`src/rtl/ebt_pkg.sv`:
```
// Shared constants and types for the eight-bit compare timer
package ebt_pkg;
    localparam int CNT_W = 8;
    localparam logic [7:0] CNT_ZERO = 8'h00;
    localparam logic [7:0] CNT_MAX = 8'hFF;
    localparam logic [7:0] CC0_RESET = 8'h00;
    localparam logic [7:0] CC1_RESET = 8'h00;
    localparam logic [6:0] PRESC_RESET = 7'h00;
    localparam int DIV_W = 3;
    localparam int PRESC_W = 7;
    // Counting modes
    typedef enum logic [1:0] {
        EBT_FREE = 2'h0,
        EBT_MODULO = 2'h1,
        EBT_DOWN = 2'h2,
        EBT_UPDOWN = 2'h3
    } ebt_mode_t;
    // Compare output actions
    typedef enum logic [1:0] {
        EBT_CMP_SET = 2'h0,
        EBT_CMP_CLEAR = 2'h1,
        EBT_CMP_TOGGLE = 2'h2,
        EBT_CMP_HOLD = 2'h3
    } ebt_cmp_t;
    // Counter direction and down-mode states, one-hot
    typedef enum logic [3:0] {
        EBT_ST_IDLE = 4'h1,
        EBT_ST_UP = 4'h2,
        EBT_ST_DOWN = 4'h4,
        EBT_ST_LOAD = 4'h8
    } ebt_state_t;
endpackage : ebt_pkg

```
`src/rtl/ebt_prescaler.sv`:
```
// Prescaler producing active edges from the system tick
module ebt_prescaler
    import ebt_pkg::*;
#(
    parameter int W = PRESC_W
) (
    input wire logic CLK, // System clock
    input wire logic NRST, // Synchronous reset, active low
    input wire logic tick, // System timer tick pulse
    input wire logic [DIV_W-1:0] div_sel, // Ratio select, 2**div_sel
    output logic edge_out // Active edge pulse
);
    logic [W-1:0] cnt_q;
    logic [W-1:0] mask;

    // Mask of low bits for the selected ratio
    always_comb begin
        mask = W'((1 << div_sel) - 1);
    end

    // Free running tick divider
    always_ff @(posedge CLK) begin
        if (!NRST) begin
            cnt_q <= PRESC_RESET;
        end else if (tick) begin
            cnt_q <= cnt_q + 1'b1;
        end
    end

    // Edge once per 2**div_sel ticks; mask change acts at once
    assign edge_out = tick && ((cnt_q & mask) == mask);
endmodule : ebt_prescaler

```
`src/rtl/ebt_timer.sv`:
```
// Eight-bit timer with prescaler, four modes and two compare outputs
// Functional notes
// - 8-bit counter steps once per active edge
// - Prescaler divides tick by 1 to 128
// - Two compare channels, one pin each
// - Match sets, clears or toggles pin
// - Free, modulo, down and up/down modes
// - Counter value always readable
// - Clear bit resets counter to zero
// - Run bit high starts counting
// - Run bit low holds counter value
// - Free mode wraps 0xFF to 0x00
// - Free mode overflow flag at 0xFF
// - CPU flag needs the event's mask set (overflow, channel 0 or channel 1)
// - Request needs mask and enable both
// - Modulo wraps after channel 0 value
// - Modulo overflow flag at channel 0 value
// - Interrupts on compare and terminal count
// - Down loads channel 0, stops at zero
// - Up/down bounces between zero and channel 0
// - Channel 0 update at zero, channel 1 immediate
module ebt_timer
    import ebt_pkg::*;
(
    input wire logic CLK, // System clock, 20 MHz
    input wire logic NRST, // Synchronous reset, active low
    input wire logic TICK, // System tick pulse
    input wire logic [2:0] PRESCALE_SELECT, // Prescaler ratio select
    input wire logic RUN_CONTROL, // Run when high
    input wire logic COUNTER_CLEAR, // Pulse clears counter
    input wire logic [1:0] MODE, // Counting mode
    input wire logic [7:0] CHANNEL0_COMPARE_VALUE, // Channel 0 compare input
    input wire logic [7:0] CHANNEL1_COMPARE_VALUE, // Channel 1 compare input
    input wire logic [1:0] COMPARE_OUTPUT_MODE0, // Channel 0 pin action
    input wire logic [1:0] COMPARE_OUTPUT_MODE1, // Channel 1 pin action
    input wire logic OVERFLOW_IRQ_MASK, // Overflow mask
    input wire logic CH0_IRQ_MASK, // Channel 0 mask
    input wire logic CH1_IRQ_MASK, // Channel 1 mask
    input wire logic TIMER_IRQ_ENABLE, // Timer interrupt enable
    input wire logic OVF_FLAG_CLEAR, // Clears overflow flag
    input wire logic CH0_FLAG_CLEAR, // Clears channel 0 flag
    input wire logic CH1_FLAG_CLEAR, // Clears channel 1 flag
    input wire logic CPU_FLAG_CLEAR, // Clears CPU flag
    output logic [7:0] COUNTER_VALUE, // Current count
    output logic CH0_OUT, // Channel 0 pin
    output logic CH1_OUT, // Channel 1 pin
    output logic OVERFLOW_FLAG, // Overflow flag
    output logic CH0_FLAG, // Channel 0 flag
    output logic CH1_FLAG, // Channel 1 flag
    output logic CPU_TIMER_IRQ_FLAG, // CPU flag
    output logic IRQ_REQ // Interrupt request level
);
    logic act_edge;
    logic [7:0] cnt_q, cnt_d;
    logic [7:0] cc0_q, cc1_q;
    logic ch0_q, ch1_q;
    logic ovf_q, f0_q, f1_q, cpu_q;
    logic ovf_ev, cmp0_ev, cmp1_ev;
    ebt_state_t st_q, st_d;
    ebt_mode_t mode;

    assign mode = ebt_mode_t'(MODE);

    // Pin action on a match
    function automatic logic pin_next(input logic cur, input logic [1:0] m);
        case (ebt_cmp_t'(m))
            EBT_CMP_SET: pin_next = 1'b1;
            EBT_CMP_CLEAR: pin_next = 1'b0;
            EBT_CMP_TOGGLE: pin_next = ~cur;
            default: pin_next = cur;
        endcase
    endfunction : pin_next

    ////////////////////////////////////////////////////////////////////////
    // Prescaler
    ebt_prescaler #(.W(PRESC_W)) u_presc (
        .CLK(CLK),
        .NRST(NRST),
        .tick(TICK),
        .div_sel(PRESCALE_SELECT),
        .edge_out(act_edge)
    );

    ////////////////////////////////////////////////////////////////////////
    // Counter next value and direction
    always_comb begin
        cnt_d = cnt_q;
        st_d = st_q;
        case (st_q)
            EBT_ST_IDLE: begin
                if (RUN_CONTROL) begin
                    st_d = (mode == EBT_DOWN) ? EBT_ST_LOAD : EBT_ST_UP;
                end
            end
            EBT_ST_LOAD: begin
                if (act_edge) begin
                    cnt_d = cc0_q;
                    st_d = EBT_ST_DOWN;
                end
            end
            EBT_ST_UP: begin
                if (act_edge) begin
                    case (mode)
                        EBT_FREE: cnt_d = cnt_q + 8'h01;
                        EBT_MODULO: cnt_d = (cnt_q == cc0_q) ? CNT_ZERO : cnt_q + 8'h01;
                        EBT_UPDOWN: begin
                            if (cnt_q == cc0_q && cnt_q != CNT_ZERO) begin
                                cnt_d = cnt_q - 8'h01;
                                st_d = EBT_ST_DOWN;
                            end else begin
                                cnt_d = cnt_q + 8'h01;
                            end
                        end
                        default: cnt_d = cnt_q + 8'h01;
                    endcase
                end
            end
            EBT_ST_DOWN: begin
                if (act_edge && cnt_q != CNT_ZERO) begin
                    cnt_d = cnt_q - 8'h01;
                end else if (act_edge && mode == EBT_UPDOWN) begin
                    cnt_d = cnt_q + 8'h01;
                    st_d = EBT_ST_UP;
                end
            end
            default: st_d = EBT_ST_IDLE;
        endcase
        if (!RUN_CONTROL) begin
            cnt_d = cnt_q;
            st_d = EBT_ST_IDLE;
        end
        if (COUNTER_CLEAR) begin
            cnt_d = CNT_ZERO;
        end
    end

    // Counter register
    always_ff @(posedge CLK) begin
        if (!NRST) begin
            cnt_q <= CNT_ZERO;
            st_q <= EBT_ST_IDLE;
        end else begin
            cnt_q <= cnt_d;
            st_q <= st_d;
        end
    end

    assign COUNTER_VALUE = cnt_q;

    ////////////////////////////////////////////////////////////////////////
    // Compare values
    always_ff @(posedge CLK) begin
        if (!NRST) begin
            cc0_q <= CC0_RESET;
            cc1_q <= CC1_RESET;
        end else begin
            cc1_q <= CHANNEL1_COMPARE_VALUE;
            if (cnt_q == CNT_ZERO) begin
                cc0_q <= CHANNEL0_COMPARE_VALUE;
            end
        end
    end

    ////////////////////////////////////////////////////////////////////////
    // Events, taken when the counter lands on a value
    always_comb begin
        ovf_ev = 1'b0;
        cmp0_ev = 1'b0;
        cmp1_ev = 1'b0;
        if (cnt_d != cnt_q) begin
            case (mode)
                EBT_FREE: ovf_ev = (cnt_d == CNT_MAX);
                EBT_MODULO: ovf_ev = (cnt_d == cc0_q);
                default: ovf_ev = (cnt_d == CNT_ZERO);
            endcase
            cmp0_ev = (mode == EBT_UPDOWN) ? (cnt_d == CNT_ZERO) : (cnt_d == cc0_q);
            cmp1_ev = (cnt_d == cc1_q);
        end
    end

    // Output pins
    always_ff @(posedge CLK) begin
        if (!NRST) begin
            ch0_q <= 1'b0;
            ch1_q <= 1'b0;
        end else begin
            if (cmp0_ev) begin
                ch0_q <= pin_next(ch0_q, COMPARE_OUTPUT_MODE0);
            end
            if (cmp1_ev) begin
                ch1_q <= pin_next(ch1_q, COMPARE_OUTPUT_MODE1);
            end
        end
    end

    assign CH0_OUT = ch0_q;
    assign CH1_OUT = ch1_q;

    ////////////////////////////////////////////////////////////////////////
    // Sticky flags, set wins over clear
    always_ff @(posedge CLK) begin
        if (!NRST) begin
            ovf_q <= 1'b0;
            f0_q <= 1'b0;
            f1_q <= 1'b0;
        end else begin
            ovf_q <= ovf_ev | (ovf_q & ~OVF_FLAG_CLEAR);
            f0_q <= cmp0_ev | (f0_q & ~CH0_FLAG_CLEAR);
            f1_q <= cmp1_ev | (f1_q & ~CH1_FLAG_CLEAR);
        end
    end

    // CPU flag from masked events and masked pending flags
    always_ff @(posedge CLK) begin
        if (!NRST) begin
            cpu_q <= 1'b0;
        end else begin
            cpu_q <= (OVERFLOW_IRQ_MASK & (ovf_ev | ovf_q))
                | (CH0_IRQ_MASK & (cmp0_ev | f0_q))
                | (CH1_IRQ_MASK & (cmp1_ev | f1_q))
                | (cpu_q & ~CPU_FLAG_CLEAR);
        end
    end

    assign OVERFLOW_FLAG = ovf_q;
    assign CH0_FLAG = f0_q;
    assign CH1_FLAG = f1_q;
    assign CPU_TIMER_IRQ_FLAG = cpu_q;
    assign IRQ_REQ = cpu_q & TIMER_IRQ_ENABLE;

    ////////////////////////////////////////////////////////////////////////
    // Checks
    a_hold_stopped: assert property (@(posedge CLK) disable iff (!NRST)
        !RUN_CONTROL && !COUNTER_CLEAR |=> $stable(cnt_q)) else $error("count moved while stopped");
    a_clear_zero: assert property (@(posedge CLK) disable iff (!NRST)
        COUNTER_CLEAR |=> cnt_q == CNT_ZERO) else $error("clear failed");
    a_free_wrap: assert property (@(posedge CLK) disable iff (!NRST)
        st_q == EBT_ST_UP && mode == EBT_FREE && RUN_CONTROL && !COUNTER_CLEAR
        && act_edge && cnt_q == CNT_MAX |=> cnt_q == CNT_ZERO) else $error("no wrap");
    a_free_ovf: assert property (@(posedge CLK) disable iff (!NRST)
        mode == EBT_FREE && cnt_q != CNT_MAX && cnt_d == CNT_MAX |=> ovf_q) else $error("no ovf");
    a_mod_wrap: assert property (@(posedge CLK) disable iff (!NRST)
        st_q == EBT_ST_UP && mode == EBT_MODULO && RUN_CONTROL && !COUNTER_CLEAR
        && act_edge && cnt_q == cc0_q |=> cnt_q == CNT_ZERO) else $error("no modulo wrap");
    a_step_one: assert property (@(posedge CLK) disable iff (!NRST)
        !act_edge && !COUNTER_CLEAR |=> $stable(cnt_q)) else $error("step without edge");
    a_irq_gate: assert property (@(posedge CLK) disable iff (!NRST)
        IRQ_REQ |-> cpu_q && TIMER_IRQ_ENABLE) else $error("ungated request");
    a_flag_sticky: assert property (@(posedge CLK) disable iff (!NRST)
        ovf_q && !OVF_FLAG_CLEAR |=> ovf_q) else $error("flag dropped");
    a_cpu_mask: assert property (@(posedge CLK) disable iff (!NRST)
        $rose(cpu_q) |-> $past(OVERFLOW_IRQ_MASK) || $past(CH0_IRQ_MASK)
        || $past(CH1_IRQ_MASK)) else $error("cpu flag unmasked");
    a_cc1_now: assert property (@(posedge CLK) disable iff (!NRST)
        1'b1 |=> cc1_q == $past(CHANNEL1_COMPARE_VALUE)) else $error("cc1 late");

    // Active edges only on a tick
    a_presc_edge: assert property (@(posedge CLK) disable iff (!NRST)
        act_edge |-> TICK) else $error("edge without tick");

    // Ratio one passes every tick
    a_div_one: assert property (@(posedge CLK) disable iff (!NRST)
        PRESCALE_SELECT == 3'h0 && TICK |-> act_edge) else $error("tick lost");

    // Run bit leaves the idle state
    a_idle_start: assert property (@(posedge CLK) disable iff (!NRST)
        st_q == EBT_ST_IDLE && RUN_CONTROL |=> st_q != EBT_ST_IDLE) else $error("no start");

    // Run bit low returns to idle
    a_stop_idle: assert property (@(posedge CLK) disable iff (!NRST)
        !RUN_CONTROL |=> st_q == EBT_ST_IDLE) else $error("no halt");

    // Free mode steps up by one
    a_up_step: assert property (@(posedge CLK) disable iff (!NRST)
        st_q == EBT_ST_UP && mode == EBT_FREE && RUN_CONTROL && !COUNTER_CLEAR && act_edge
        |=> cnt_q == $past(cnt_q) + 8'h01) else $error("bad up step");

    // Down mode steps down by one
    a_down_step: assert property (@(posedge CLK) disable iff (!NRST)
        st_q == EBT_ST_DOWN && mode == EBT_DOWN && RUN_CONTROL && !COUNTER_CLEAR && act_edge
        && cnt_q != CNT_ZERO |=> cnt_q == $past(cnt_q) - 8'h01) else $error("bad down step");

    // Down mode rests at zero
    a_down_stay: assert property (@(posedge CLK) disable iff (!NRST)
        st_q == EBT_ST_DOWN && mode == EBT_DOWN && RUN_CONTROL && !COUNTER_CLEAR
        && cnt_q == CNT_ZERO |=> cnt_q == CNT_ZERO) else $error("left zero");

    // Down mode loads channel 0 value first
    a_down_load: assert property (@(posedge CLK) disable iff (!NRST)
        st_q == EBT_ST_LOAD && RUN_CONTROL && !COUNTER_CLEAR && act_edge
        |=> cnt_q == $past(cc0_q)) else $error("no load");

    // Up/down turns at channel 0 value
    a_ud_turn: assert property (@(posedge CLK) disable iff (!NRST)
        st_q == EBT_ST_UP && mode == EBT_UPDOWN && RUN_CONTROL && !COUNTER_CLEAR && act_edge
        && cnt_q == cc0_q && cnt_q != CNT_ZERO |=> st_q == EBT_ST_DOWN) else $error("no turn");

    // Up/down climbs again from zero
    a_ud_bounce: assert property (@(posedge CLK) disable iff (!NRST)
        st_q == EBT_ST_DOWN && mode == EBT_UPDOWN && RUN_CONTROL && !COUNTER_CLEAR && act_edge
        && cnt_q == CNT_ZERO |=> cnt_q == 8'h01) else $error("no bounce");

    // Up/down flags on landing at zero
    a_ud_ovf: assert property (@(posedge CLK) disable iff (!NRST)
        mode == EBT_UPDOWN && cnt_q != CNT_ZERO && cnt_d == CNT_ZERO
        |=> ovf_q && f0_q) else $error("no zero flags");

    // Modulo flag on reaching channel 0 value
    a_mod_ovf: assert property (@(posedge CLK) disable iff (!NRST)
        mode == EBT_MODULO && cnt_q != cc0_q && cnt_d == cc0_q |=> ovf_q) else $error("no mod ovf");

    // Channel 0 shadow frozen away from zero
    a_cc0_hold: assert property (@(posedge CLK) disable iff (!NRST)
        cnt_q != CNT_ZERO |=> $stable(cc0_q)) else $error("cc0 early");

    // Channel 0 shadow reloads at zero
    a_cc0_load: assert property (@(posedge CLK) disable iff (!NRST)
        cnt_q == CNT_ZERO |=> cc0_q == $past(CHANNEL0_COMPARE_VALUE)) else $error("cc0 stale");

    // Compare events set their flags
    a_ch0_flag: assert property (@(posedge CLK) disable iff (!NRST)
        cmp0_ev |=> f0_q) else $error("ch0 flag missed");
    a_ch1_flag: assert property (@(posedge CLK) disable iff (!NRST)
        cmp1_ev |=> f1_q) else $error("ch1 flag missed");

    // Pin actions on a match
    a_pin_toggle: assert property (@(posedge CLK) disable iff (!NRST)
        cmp0_ev && COMPARE_OUTPUT_MODE0 == 2'h2 |=> ch0_q != $past(ch0_q)) else $error("no toggle");
    a_pin_set: assert property (@(posedge CLK) disable iff (!NRST)
        cmp1_ev && COMPARE_OUTPUT_MODE1 == 2'h0 |=> ch1_q) else $error("no set");

    // Pin quiet without a match
    a_pin_quiet: assert property (@(posedge CLK) disable iff (!NRST)
        !cmp0_ev |=> $stable(ch0_q)) else $error("pin moved");

    // Clear drops a flag with no new event
    a_ovf_clear: assert property (@(posedge CLK) disable iff (!NRST)
        ovf_q && OVF_FLAG_CLEAR && !ovf_ev |=> !ovf_q) else $error("flag not cleared");

    // Masked overflow raises the CPU flag
    a_cpu_set: assert property (@(posedge CLK) disable iff (!NRST)
        ovf_ev && OVERFLOW_IRQ_MASK |=> cpu_q) else $error("cpu flag missed");

    // Request follows flag and enable
    a_irq_level: assert property (@(posedge CLK) disable iff (!NRST)
        cpu_q && TIMER_IRQ_ENABLE |-> IRQ_REQ) else $error("request missing");
endmodule : ebt_timer

```
`config.mk`:
```
export PLATFORM = sky130hd
export DESIGN_NAME = ebt_timer
export DESIGN_NICKNAME = d
export VERILOG_FILES = /design/src/rtl/ebt_pkg.sv /design/src/rtl/ebt_prescaler.sv /design/src/rtl/ebt_timer.sv
export SDC_FILE = /design/constraint.sdc
export NUM_CORES = 1
export LEC_CHECK = 0
export BUFFER_PORTS_ARGS = -buffer_cell sky130_fd_sc_hd__buf_2
export CAP_MARGIN = 25
export CORE_MARGIN = 2
export CORE_UTILIZATION = 45
export DETAILED_ROUTE_END_ITERATION = 16
export PLACE_DENSITY = 0.71
export SLEW_MARGIN = 20
export SYNTH_ARGS = -nofsm -noshare
export SYNTH_HDL_FRONTEND = slang
export SYNTH_SLANG_ARGS = --single-unit
```
`constraint.sdc`:
```
create_clock -name CLK -period 9.65 [get_ports CLK]
set_input_delay 0.965 -clock CLK [delete_from_list [all_inputs] [get_ports CLK]]
set_output_delay 0.965 -clock CLK [all_outputs]
set_load 0.01 [all_outputs]
```
# [Yosys cells after proc, flatten, opt, wreduce, memory -nomap -nowiden]
# Index checks and enable logic that the tools add are counted.
[classes] bitwise_logic=24 n_addsub=4 shifts=1 n_reduce_logical=16 eq_ne=23 n_mux=25
[op_table] operator="$mux 8" n=8
[op_table] operator="$mux 4" n=7
[op_table] operator="$eq 8x8->1" n=3
[op_table] operator="$pmux 8 s3" n=1
[op_table] operator="$logic_not 8->1" n=2
[op_table] operator="$pmux 4 s4" n=1
[op_table] operator="$pmux 8 s2" n=1
[op_table] operator="$ne 2x2->1 const B" n=6
[op_table] operator="$or 1x1->1" n=9
[op_table] operator="$add 8x1->8 const B" n=1
[op_table] operator="$and 1x1->1" n=8
[op_table] operator="$eq 2x2->1 const B" n=4
[op_table] operator="$eq 8x8->1 const B" n=1
[op_table] operator="$ne 8x8->1" n=1
[op_table] operator="$reduce_bool 8->1" n=1
[op_table] operator="$sub 8x1->8 const B" n=1
[op_table] operator="$add 7x1->7 const B" n=1
[op_table] operator="$and 7x7->7" n=1
[op_table] operator="$eq 7x7->1" n=1
[op_table] operator="$shl 1x3->7 const A" n=1
[op_table] operator="$sub 7x2->7 const B" n=1
[op_table] operator="$eq 2x1->1 const B" n=3
[op_table] operator="$logic_not 2->1" n=3
[op_table] operator="$not 1->1" n=6
[op_table] operator="11 further kinds" n=21
[word_totals] in_bits=38 regBits=41 out_inout_bits=15 elab_cells=104

# [Logic depth before layout (Yosys ltp)]
# Gate-level depths: netlist (run 1).
[depth] depth_word=19 ltp_mapped=15

# [By module]
# From an unflattened synthesis (run 1), not the netlist that was laid out.
[hier_totals] cells_unflattened=519 area_unflattened_um2=3927.5
[modules_own_cells] mod="ebt_timer" cells_per_inst=480 area_each_um2=3575.9 instances=1
[modules_own_cells] mod="ebt_prescaler" cells_per_inst=39 area_each_um2=351.6 instances=1

# [Least setup slack after synthesis (run 1)]
# No wires, ideal clock.
[synth_path] path_kind="input -> register" start="in PRESCALE_SELECT[0]" end="reg ch1_q (netlist: CH1_OUT)" t_required_ns=9.562 path_stages=12 t_arrival_ns=3.834 path_slack_ns=5.728 path_cell_list="inv_1 o21ai_0 a311o_1 buf_2 o211ai_1 a21oi_1 a2111o_1 o2bb2ai_1 or4b_1 a211o_1 mux2_2 o32ai_2"
[synth_between] elab_chain_cells=14 elab_cells_between_ends=18 cone_classes="add/sub (1); eq/ne (3); shift (1); mux (8); bitwise (1); reduce/logical (4)"
[synth_rtl] item="from (decl)" line="ebt_timer.sv:28" text="input wire logic [2:0] PRESCALE_SELECT,"
[synth_rtl] item="$shl 1x3->7 *" line="ebt_prescaler.sv:18" text="mask = W'((1 << div_sel) - 1);"
[synth_rtl] item="$sub 7x2->7 *" line="ebt_prescaler.sv:18"
[synth_rtl] item="$and 7x7->7" line="ebt_prescaler.sv:31" text="assign edge_out = tick && ((cnt_q & mask) == mask);"
[synth_rtl] item="$eq 7x7->1 *" line="ebt_prescaler.sv:31"
[synth_rtl] item="$logic_and 1x1->1 *" line="ebt_prescaler.sv:31"
[synth_rtl] item="$logic_and 1x1->1" line="ebt_timer.sv:121" text="end else if (act_edge && mode == EBT_UPDOWN) begin"
[synth_rtl] item="$mux 8" line="ebt_timer.sv:121"
[synth_rtl] item="$mux 8" line="ebt_timer.sv:119" text="if (act_edge && cnt_q != CNT_ZERO) begin"
[synth_rtl] item="$pmux 8 s3 *" line="ebt_timer.sv:89" text="case (st_q)"
[synth_rtl] item="$mux 8 *" line="ebt_timer.sv:128" text="if (!RUN_CONTROL) begin"
[synth_rtl] item="$mux 8 *" line="ebt_timer.sv:132" text="if (COUNTER_CLEAR) begin"
[synth_rtl] item="$eq 8x8->1 / $ne 8x8->1 (equally long branches)" line="ebt_timer.sv:177, ebt_timer.sv:170"
[synth_rtl] item="$mux 1 *" line="ebt_timer.sv:170" text="if (cnt_d != cnt_q) begin"
[synth_rtl] item="$reduce_and 2->1 (no line) *"
[synth_rtl] item="to (signal assigned)" line="ebt_timer.sv:191" text="ch1_q <= pin_next(ch1_q, COMPARE_OUTPUT_MODE1);"
[synth_rtl] item="to (decl)" line="ebt_timer.sv:56" text="logic ch0_q, ch1_q;"
# Mark *: on every way between the ends. The rest lies on a longest branch, timed or not.
# A chain may end at the register's enable or synchronous reset.

# [Worst setup path after layout (run 1)]
[layout_path] start="in PRESCALE_SELECT[1]" end="reg ch1_q (netlist: CH1_OUT)"
# Same word-level chain as after synthesis.

==> impl_metrics.ini, run 1 <==
[floorplan]
die_area_um2 = 9186
die_w_um = 95.85
core_um2 = 8217
std_cell_rows = 33
ios = 53
die_height_um = 95.85
initial_core_util_pct = 46.20

[synth]
netlist_instances = 497
synthTopCellsByArea = dfxtp_1 22%, nand2_1 5.4%, nor2_1 4.8%
synthArstFlopShare_pct = 0
synth_top_family_by_area = simple AND/OR/NAND/NOR gates
yosysWarnings = 0
yosysMostFrequentCell = nand2_1
seq_area_frac_synth_pct = 21.62
syn_nets = 539
synthXorXnorAreaFrac_pct = 6.987
ys_types = 89
synth.largest_area_cell = dfxtp_1
synth_area_um2 = 3796
synthMuxAreaShare_pct = 2.769
synth_seq_cells = 41
ys.flop_type = dfxtp_1
synth.avg_cell_area_um2 = 7.638
synth_edf_count = 0
synth_compound_area_share_pct = 28.74
yosys.area.top_type_share_pct = 21.62
synthTopCellsByCount = 55 x nand2_1, 49 x nor2_1, 41 x dfxtp_1, 31 x a21oi_1, 19 x nor3_1
synthAdderAreaFrac_pct = 1.318
synthSimpleGateAreaFrac_pct = 32.76

[cts]
cts_tree = built
clk_pin_slew_ns = 0.08
cts_inserted_buffers = 5
hold_buffers = 0
cts_htree_levels = 2
root_buffer = clkbuf_8
cts-resized-gates = 0
max-clock-path-buffers = 2
cts_setup_buffers = 0
clkLatencyLatePin_ns = 0.30
cts_sinks = 41

[grt]
grt_max_degree = 28
grt_overflow = 0
grt_pass1_wl_mm = 20.40
grtUsageTotal_pct = 29.07
grt_pass1_vias = 3786
antenna_found_initial = 0

[sta]
fin_crit_ns = 4.479
timing.final.crit_share_pct = 46.42
worst_clock_skew_ns = 0.01020
drv_slew = 0
setup_ws_ns = 5.171
clock.fmax_mhz = 223.2
worstMarginPinSlew_ns = 0.9543
finalSetupTns_ns = 0
setup_viol = 0
maxSlewHeadroom_pct = 36.21
rsz0062_at_grt = no
hold_violations = 0

[worst_hold_path]
hold_end = CH1_FLAG$_SDFF_PN0_
hold_depth = 2
hp-class = flip-flop to flip-flop
hold_start = CH1_FLAG$_SDFF_PN0_

[worst_setup_path]
required_ns = 9.85
critPathMaxFanout = 18
timing.rr.start = COUNTER_VALUE[0]$_SDFF_PN0_
ff2ff_setup_slack_ns = 5.21
reg2reg_to = CH1_OUT$_SDFFE_PN0P_
cp.arrival_ns = 4.68
reg2reg_depth = 13
start_kind = primary input
crit_path_end_kind = flip-flop
worstSetupPathType = primary input to flip-flop

[layout]
final_cells = 636
nets = 572
area_delta_synth_final_pct = 10.42
drive_above_1_share_pct = 18.83
fillCellCount = 815
final_util_pct = 51.01
fin_area_um2 = 4192
antennaDiodeCount = 0

[route]
drt_iter0_drc = 573
wl_met3_mm = 1.221
num_vias = 4211
met2_length_mm = 5.964
first_pass_iters = 5
drtAntennaViolNets = 0
routed_wirelength_mm = 13.37
wl_met1_mm = 5.664
drc_errors = 0
dr.max_layer_used = met4
vias_per_cell = 6.621
wl_per_cell_um = 21.03

[place]
placed_area_um2 = 4075
io_buffers = 52
gp_congestion = 1.036
place_ws_ns = 4.947
hpwl_mm = 10.02
placed_cells = 628

[job]
cap_violations = 0

[pwr]
peakVddDrop_mv = 0.07351
leakage_nw = 1.551
powerDensity_nw_per_um2 = 93.06

[run_status]
status = finished, final reports clean
[routing by layer]
metal | vias to the layer above | GRT usage (%)
met2 | 259 | 45.57
met4 | 0 | 11.90
met5 | - | 0
met3 | 55 | 5.560
li1 | 1937 | -
met1 | 1960 | 39.12
[sequential cells by signal, indices dropped and copies added (netlist names), 4 cells and up]
signal	cells
u_presc.cnt_q	7
COUNTER_VALUE	8
cc1_q	8
st_q	4
cc0_q	8
[critical path: stages]
cell and delay (ns):
buf_2 0.13, and4bb_2 0.35, a211o_1 0.54, o21ai_0 0.31, o211ai_1 0.36, a21oi_1 0.15, a2111o_1 0.41, o2bb2ai_1 0.13
or4b_1 0.54, a211o_1 0.32, mux2_2 0.28, o32ai_2 0.18
[cell families after synthesis]
| family | after synthesis |
|---|---|
| and+or+nand+nor | 225 |
| xor gates and xnor gates | 23 |
| adders and majority gates | 4 |
| DFF | 41 |
| AOI/OAI and AO/OA | 146 |
| muxes | 10 |
| buffers and inverters | 48 |
[placed cells by master (no fill, tap or decap), types with 4 or more instances in the layout]
cell type	count
nor4_1	10
buf_4	5
inv_1	16
mux2_2	4
ha_1	4
nand2b_1	5
nand3_1	18
xor2_1	9
a21o_1	5
a311o_1	4
a31oi_1	7
a221o_1	4
nor2_1	49
o21ai_0	17
nand4_1	8
nor2b_1	5
a211oi_1	8
or3_1	4
a21oi_1	31
xnor2_1	7
xnor2_2	6
nand2_1	55
buf_2	52
mux2i_1	6
clkbuf_8	6
and2_1	14
and4_1	4
nor3_1	19
dfxtp_1	41
o2bb2ai_1	4
and3_1	4
o211ai_1	8
[worst max-delay path by stage]
stage / slack [ns] / cells after the start / to / startpoint
2_1_floorplan: 5.73 / 12 / CH1_OUT$_SDFFE_PN0P_ / PRESCALE_SELECT[0]
4_1_cts: 5.25 / 12 / CH1_OUT$_SDFFE_PN0P_ / PRESCALE_SELECT[1]
3_3_place_gp: 4.90 / 11 / CH1_OUT$_SDFFE_PN0P_ / PRESCALE_SELECT[1]
6_report: 5.17 / 12 / CH1_OUT$_SDFFE_PN0P_ / PRESCALE_SELECT[1]
3_5_place_dp: 4.95 / 12 / CH1_OUT$_SDFFE_PN0P_ / PRESCALE_SELECT[1]
5_1_grt: 4.99 / 13 / CPU_TIMER_IRQ_FLAG$_SDFF_PN0_ / COUNTER_VALUE[0]$_SDFF_PN0_
[layout make-up]
class                      count  area, µm²  area share [%]
multi-input combinational    408       2761           65.88
sequential                    41      820.8           19.58
timing repair buffer          57      297.8           7.104
tap                          105      131.4           3.134
clock buffer                   7      86.33           2.060
inverter                      17      63.81           1.522
clock inverter                 1      30.03          0.7164
[report_power, final]
group | total [mW] | leakage, nW | internal [mW] | switching, mW
Clock | 0.146 | 0.0585 | 0.0844 | 0.0615
Sequential | 0.185 | 0.336 | 0.175 | 0.0103
Combinational | 0.0592 | 1.16 | 0.0236 | 0.0357
Total | 0.390 | 1.55 | 0.282 | 0.108
[per-stage QoR]
stage	hold slack, ns	power (mW)
floorplan	0.4739	0.2243
global placement	0.4777	0.2464
CTS	0.4995	0.3901
detailed placement	0.4843	0.2465
global route	0.5135	0.4054
finish	0.4939	0.3901
Power figures use the tool's default switching activity.
==> run 2: changes to the inputs <==
--- a/config.mk
+++ b/config.mk
@@ -5,12 +5,13 @@
 export SDC_FILE = /design/constraint.sdc
 export NUM_CORES = 1
 export LEC_CHECK = 0
+export ABC_AREA = 1
 export BUFFER_PORTS_ARGS = -buffer_cell sky130_fd_sc_hd__buf_2
 export CAP_MARGIN = 25
 export CORE_MARGIN = 2
 export CORE_UTILIZATION = 45
 export DETAILED_ROUTE_END_ITERATION = 16
-export PLACE_DENSITY = 0.71
+export PLACE_DENSITY = 0.72
 export SLEW_MARGIN = 20
 export SYNTH_ARGS = -nofsm -noshare
 export SYNTH_HDL_FRONTEND = slang
==> constraint.sdc (replaced) <==
create_clock -name CLK -period 4.46 [get_ports CLK]
set_input_delay 0.446 -clock CLK [delete_from_list [all_inputs] [get_ports CLK]]
set_output_delay 0.446 -clock CLK [all_outputs]
set_load 0.01 [all_outputs]
==> run 2 against run 1 <==
Clock-buffer cell count stayed put. Area after synthesis down 8.3%. Sequential share of layout area grew 1.6 points. Wire length decreased by 22%. Combinational power rose to 2.5 times the previous value. Total power rose by 100%. Via count down 6.3%. Largest cell class unchanged.
==> impl_metrics.ini, run 2 <==
[layout]
final_cell_mix = 203 x nand2_1, 65 x inv_1, 64 x nor2_1, 54 x nand3_1, 52 x buf_2
area_delta_synth_final_pct = 11.32
nets = 691
antennaDiodeCount = 0
final_common_cell = nand2_1
drive_above_1_share_pct = 18.03

[worst_setup_path]
reg2reg_depth = 26
path_common_cell = nand2_1
required_ns = 4.70
ff2ff_setup_slack_ns = 1.18
cp.arrival_ns = 3.51
cp_slowest_cell = dfxtp_1
cp-endpoint = CPU_TIMER_IRQ_FLAG$_SDFF_PN0_
timing.rr.start = COUNTER_VALUE[7]$_SDFF_PN0_
crit_path_end_kind = flip-flop
worstSetupPathType = flip-flop to flip-flop
cpLargestDelayFamily = simple AND/OR/NAND/NOR gates
worstSetupPathDepth = 26
reg2reg_to = CPU_TIMER_IRQ_FLAG$_SDFF_PN0_
critical-path-max-stage-delay_ns = 0.57
worst-path-buf-inv = 2
cp-startpoint = COUNTER_VALUE[7]$_SDFF_PN0_
start_kind = flip-flop
critPathMaxFanout = 10

[synth]
synth_edf_count = 0
synthTopCellsByArea = dfxtp_1 24%, nand2_1 22%, nand3_1 7.8%
synthSimpleGateAreaFrac_pct = 50.68
ys.flop_type = dfxtp_1
synth_top_family_by_area = simple AND/OR/NAND/NOR gates
synth_area_um2 = 3481
yosysMostFrequentCell = nand2_1
ys_types = 38
syn_nets = 645
synthXorXnorAreaFrac_pct = 1.761
yosysWarnings = 0
synth.largest_area_cell = dfxtp_1
synth.avg_cell_area_um2 = 5.773
synthArstFlopShare_pct = 0
synth_compound_area_share_pct = 11.68
seq_area_frac_synth_pct = 23.58
synth_seq_cells = 41
synthAdderAreaFrac_pct = 1.438
synthMuxAreaShare_pct = 0
netlist_instances = 603
synthTopCellsByCount = 203 x nand2_1, 65 x inv_1, 64 x nor2_1, 54 x nand3_1, 41 x dfxtp_1
yosys.area.top_type_share_pct = 23.58

[grt]
antenna_found_initial = 0
grtUsageTotal_pct = 25.04
grt_overflow = 0
grt_pass1_vias = 3698
grt_pass1_wl_mm = 17.12
grt_max_degree = 29

[place]
place_ws_ns = 1.174
gp_congestion = 0.9555
io_buffers = 52
hpwl_mm = 8.263

[job]
cap_violations = 0

[cts]
clk_pin_slew_ns = 0.08
hold_buffers = 0
max-clock-path-buffers = 2
cts_inserted_buffers = 5
root_buffer = clkbuf_8
cts_setup_buffers = 0
cts_htree_levels = 2
cts-resized-gates = 0
cts_sinks = 41
cts_tree = built
clkLatencyLatePin_ns = 0.29

[sta]
maxSlewHeadroom_pct = 64.49
worst_clock_skew_ns = 0.005113
setup_ws_ns = 1.182
finalSetupTns_ns = 0
fin_crit_ns = 3.278
hold_violations = 0
setup_viol = 0
drv_slew = 0
rsz0062_at_grt = no
clock.fmax_mhz = 305.0
worstMarginPinSlew_ns = 0.5309
timing.final.crit_share_pct = 73.51

[floorplan]
initial_core_util_pct = 45.76
ios = 53
std_cell_rows = 32
core_um2 = 7607
die_area_um2 = 8455
die_height_um = 91.95
die_w_um = 91.95

[worst_hold_path]
hold_depth = 3
hp-class = primary input to flip-flop

[route]
drt_iter0_drc = 249
drc_errors = 0
num_vias = 3945
vias_per_cell = 5.253
wl_per_cell_um = 13.82
drtAntennaViolNets = 0
first_pass_iters = 5
routed_wirelength_mm = 10.38

[pwr]
leakage_nw = 2.096
powerDensity_nw_per_um2 = 203.4
peakVddDrop_mv = 0.1278

[run_status]
status = finished, final reports clean
-- run 2: kinds of logic (layout without fill, tap and decap cells) --
logic type | count (synthesis) | after routing
AOI/OAI and AO/OA | 72 | 72
xor gates and xnor gates | 7 | 7
adders and majority gates | 4 | 4
buffers and inverters | 91 | 137
DFF | 41 | 41
and+or+nand+nor | 388 | 388
-- run 2: power by group --
group | switching (mW) | total (mW) | internal (mW)
logic | 0.0984 | 0.150 | 0.0520
clock network | 0.121 | 0.243 | 0.123
registers | 0.0135 | 0.394 | 0.381
-- run 2: cell type report --
| type | count | area [µm²] |
|---|---|---|
| fillers | 841 | 3732 |
| flip-flops and latches | 41 | 820.8 |
| clock buffers | 7 | 86.33 |
| well taps | 102 | 127.6 |
| inverters | 78 | 297.8 |
| multi-input cells | 471 | 2282 |
| repair buffers | 52 | 260.3 |
-- run 2: how the worst min path moves through the flow --
stage	start	to	slack, ns
after CTS	CHANNEL1_COMPARE_VALUE[5]	cc1_q[5]$_SDFF_PN0_	0.33
final	CHANNEL1_COMPARE_VALUE[5]	cc1_q[5]$_SDFF_PN0_	0.34
after detailed placement	u_presc.cnt_q[5]$_SDFFE_PN0P_	u_presc.cnt_q[5]$_SDFFE_PN0P_	0.49
after global routing	CHANNEL1_COMPARE_VALUE[4]	cc1_q[4]$_SDFF_PN0_	0.34
after floorplan	u_presc.cnt_q[5]$_SDFFE_PN0P_	u_presc.cnt_q[5]$_SDFFE_PN0P_	0.46
after global placement	CH0_OUT$_SDFFE_PN0P_	CH0_OUT$_SDFFE_PN0P_	0.47
-- run 2: worst register-to-register path, delay by kind of cell, from the launching register on --
family / cells / cell delay (ns)
buf+inv: 2 / 0.26
flops: 1 / 0.57
simple gates: 24 / 2.38
-- run 2: through the flow --
| step | total power, mW | util, % | instances | area, µm² | hold WS [ns] |
|---|---|---|---|---|---|
| floorplan | 0.5012 | - | 603 | 3481 | 0.4587 |
| global placement | 0.5507 | 49.80 | 744 | 3789 | 0.4687 |
| detailed placement | 0.5519 | 49.80 | 744 | 3789 | 0.4885 |
| CTS | 0.7935 | 50.94 | 751 | 3875 | 0.3335 |
| global route | 0.8281 | 50.94 | 751 | 3875 | 0.3439 |
| finish | 0.7880 | 50.94 | 751 | 3875 | 0.3382 |
-- run 2: metal layers --
metal | up-vias | track usage [%] | share of wire (%)
met5 | - | 0 | 0
met2 | 160 | 43.50 | 47
met1 | 1759 | 31.79 | 44
met3 | 23 | 3.615 | 6.6
li1 | 2003 | - | -
met4 | 0 | 8.333 | 2.3
==> run 3: changes to the inputs <==
--- a/config.mk
+++ b/config.mk
@@ -5,13 +5,13 @@
 export SDC_FILE = /design/constraint.sdc
 export NUM_CORES = 1
 export LEC_CHECK = 0
-export ABC_AREA = 1
+export ABC_AREA = 0
 export BUFFER_PORTS_ARGS = -buffer_cell sky130_fd_sc_hd__buf_2
 export CAP_MARGIN = 25
 export CORE_MARGIN = 2
 export CORE_UTILIZATION = 45
 export DETAILED_ROUTE_END_ITERATION = 16
-export PLACE_DENSITY = 0.72
+export PLACE_DENSITY = 0.71
 export SLEW_MARGIN = 20
 export SYNTH_ARGS = -nofsm -noshare
 export SYNTH_HDL_FRONTEND = slang
==> constraint.sdc (replaced) <==
create_clock -name CLK -period 3.4 [get_ports CLK]
set_input_delay 0.34 -clock CLK [delete_from_list [all_inputs] [get_ports CLK]]
set_output_delay 0.34 -clock CLK [all_outputs]
set_load 0.01 [all_outputs]
==> run 3 against run 2 <==
The flow now finishes with violations (negative setup slack). Sequential power grew 29%. Wire length up 49%. Setup slack worse by 1.3 ns. Critical path depth fell by 10. First-iteration DRC count increased to 2.8 times the previous value. Combinational power is 73% higher. Sequential share of layout area decreased by 6.7 points. Core utilization rose by 19 points. Total power is 42% higher. Hold slack lost 0.098 ns. Critical path type unchanged. Critical endpoint is now CH0_OUT$_SDFFE_PN0P_.
==> impl_metrics.ini, run 3 (synthesis gave the netlist of run 1 again) <==
[layout]
fillCellCount = 669
antennaDiodeCount = 0
final_common_cell = buf_4
drive_above_1_share_pct = 45.04
final_cell_mix = 153 x buf_4, 55 x nand2_1, 52 x buf_2, 46 x nor2_1, 34 x dfxtp_1
area_delta_synth_final_pct = 52.14
seq_area_um2 = 834.6
nets = 727
multi_input_area_um2 = 3142
final_cells = 791

[floorplan]
die_area_um2 = 9186
die_height_um = 95.85
core_um2 = 8217
initial_core_util_pct = 46.20
std_cell_rows = 33
ios = 53
die_w_um = 95.85

[grt]
grt_max_degree = 25
grtUsageTotal_pct = 33.34
grt_pass1_vias = 4513
grt_overflow = 0
grt_pass1_wl_mm = 23.38
antenna_found_initial = 0

[place]
hpwl_mm = 11.93
placed_cells = 770
gp_congestion = 1.085
io_buffers = 52

[worst_setup_path]
worstSetupPathType = flip-flop to flip-flop
cp.arrival_ns = 3.75
cp-startpoint = COUNTER_VALUE[0]$_SDFF_PN0_
timing.rr.start = COUNTER_VALUE[0]$_SDFF_PN0_
critPathMaxFanout = 5
required_ns = 3.59
crit_path_end_kind = flip-flop
start_kind = flip-flop

[cts]
cts_tree = built
cts_sinks = 41
clkLatencyLatePin_ns = 0.30
cts_htree_levels = 2
cts_inserted_buffers = 5
root_buffer = clkbuf_8
hold_buffers = 0
clk_pin_slew_ns = 0.08
max-clock-path-buffers = 2

[run_status]
violations = negative setup slack
status = complete, but fails checks

[pwr]
leakage_nw = 2.413
p_total_mw = 1.120
powerDensity_nw_per_um2 = 194.0
peakVddDrop_mv = 0.1694

[sta]
whs_ns = 0.2398
timing.final.crit_share_pct = 104.6
rsz0062_at_grt = yes
setup_viol = 4
drv_slew = 0
setup_ws_ns = -0.1568
worstMarginPinSlew_ns = 0.6398
hold_violations = 0
worst_clock_skew_ns = 0.005308
maxSlewHeadroom_pct = 57.09
fin_crit_ns = 3.557
clock.fmax_mhz = 281.2

[route]
routed_wirelength_mm = 15.45
vias_per_cell = 6.263
drt_iter0_drc = 688
drtAntennaViolNets = 0
num_vias = 4954
first_pass_iters = 6
drc_errors = 0
wl_per_cell_um = 19.54

[worst_hold_path]
hold_start = CHANNEL1_COMPARE_VALUE[7]
hp-class = primary input to flip-flop

[job]
cap_violations = 0
run 3: area by class of cell:
| cell class | instances | share of cell area (%) |
|---|---|---|
| Multi-Input combinational cell | 408 | 54.40 |
| Clock inverter | 2 | 0.2383 |
| Tap cell | 105 | 2.275 |
| Inverter | 17 | 1.235 |
| Timing Repair Buffer | 212 | 25.97 |
| Clock buffer | 6 | 1.430 |
| Sequential cell | 41 | 14.45 |
run 3: path summary, 6_finish.rpt:
path,to,cells after the start,slack (ns)
hold reg to reg,CH1_FLAG$_SDFF_PN0_,2,0.50
hold / removal,cc1_q[7]$_SDFF_PN0_,2,0.24
setup reg to reg,CH0_OUT$_SDFFE_PN0P_,16,-0.16
setup / recovery,CH0_OUT$_SDFFE_PN0P_,16,-0.16
run 3: per-stage QoR:
| step | setup WS (ns) | cell area [µm²] | util, % | setup TNS, ns |
|---|---|---|---|---|
| after floorplan | -0.09611 | 3887 | - | -0.09611 |
| after global placement | -0.3601 | 5225 | 63.59 | -1.718 |
| after detailed placement | -0.2888 | 5225 | 63.59 | -1.341 |
| after CTS | -0.1575 | 5594 | 68.08 | -0.3954 |
| after global routing | -0.2988 | 5776 | 70.29 | -1.261 |
| final | -0.1568 | 5776 | 70.29 | -0.4977 |
run 3: report_power, final:
| group | total [mW] | switching [mW] | internal (mW) |
|---|---|---|---|
| logic | 0.259 | 0.136 | 0.122 |
| clock network | 0.352 | 0.187 | 0.165 |
| registers | 0.509 | 0.0155 | 0.494 |
| total | 1.12 | 0.339 | 0.781 |
run 3: what timing repair did:
item                                    CTS  global route
buffers inserted                          7             7
gates cloned                              0             0
endpoints found under the setup margin    6             6
gates resized for setup                  47            25
pin swaps                                21            16
run 3: layer usage:
metal  vias to the layer above  global-route usage [%]  part of all wire [%]
met4                         0                   14.29                   5.1
met1                      2305                   43.31                    39
met2                       341                   55.59                    46
met5                         -                       0                     0
met3                        66                   3.994                    10
li1                       2242                       -                     -
run 3: critical path, cell delays in order (launching register included):
cell and delay [ns]:
dfxtp_4 0.41, inv_6 0.05, ha_4 0.16, or3b_4 0.28, nor2_8 0.06, nor4_4 0.26, buf_4 0.20, buf_6 0.10
mux2_4 0.33, xnor2_4 0.20, mux2_4 0.34, nor4b_4 0.25, nand4_1 0.18, o32ai_2 0.28, buf_4 0.16, a31o_1 0.13
a21oi_1 0.06
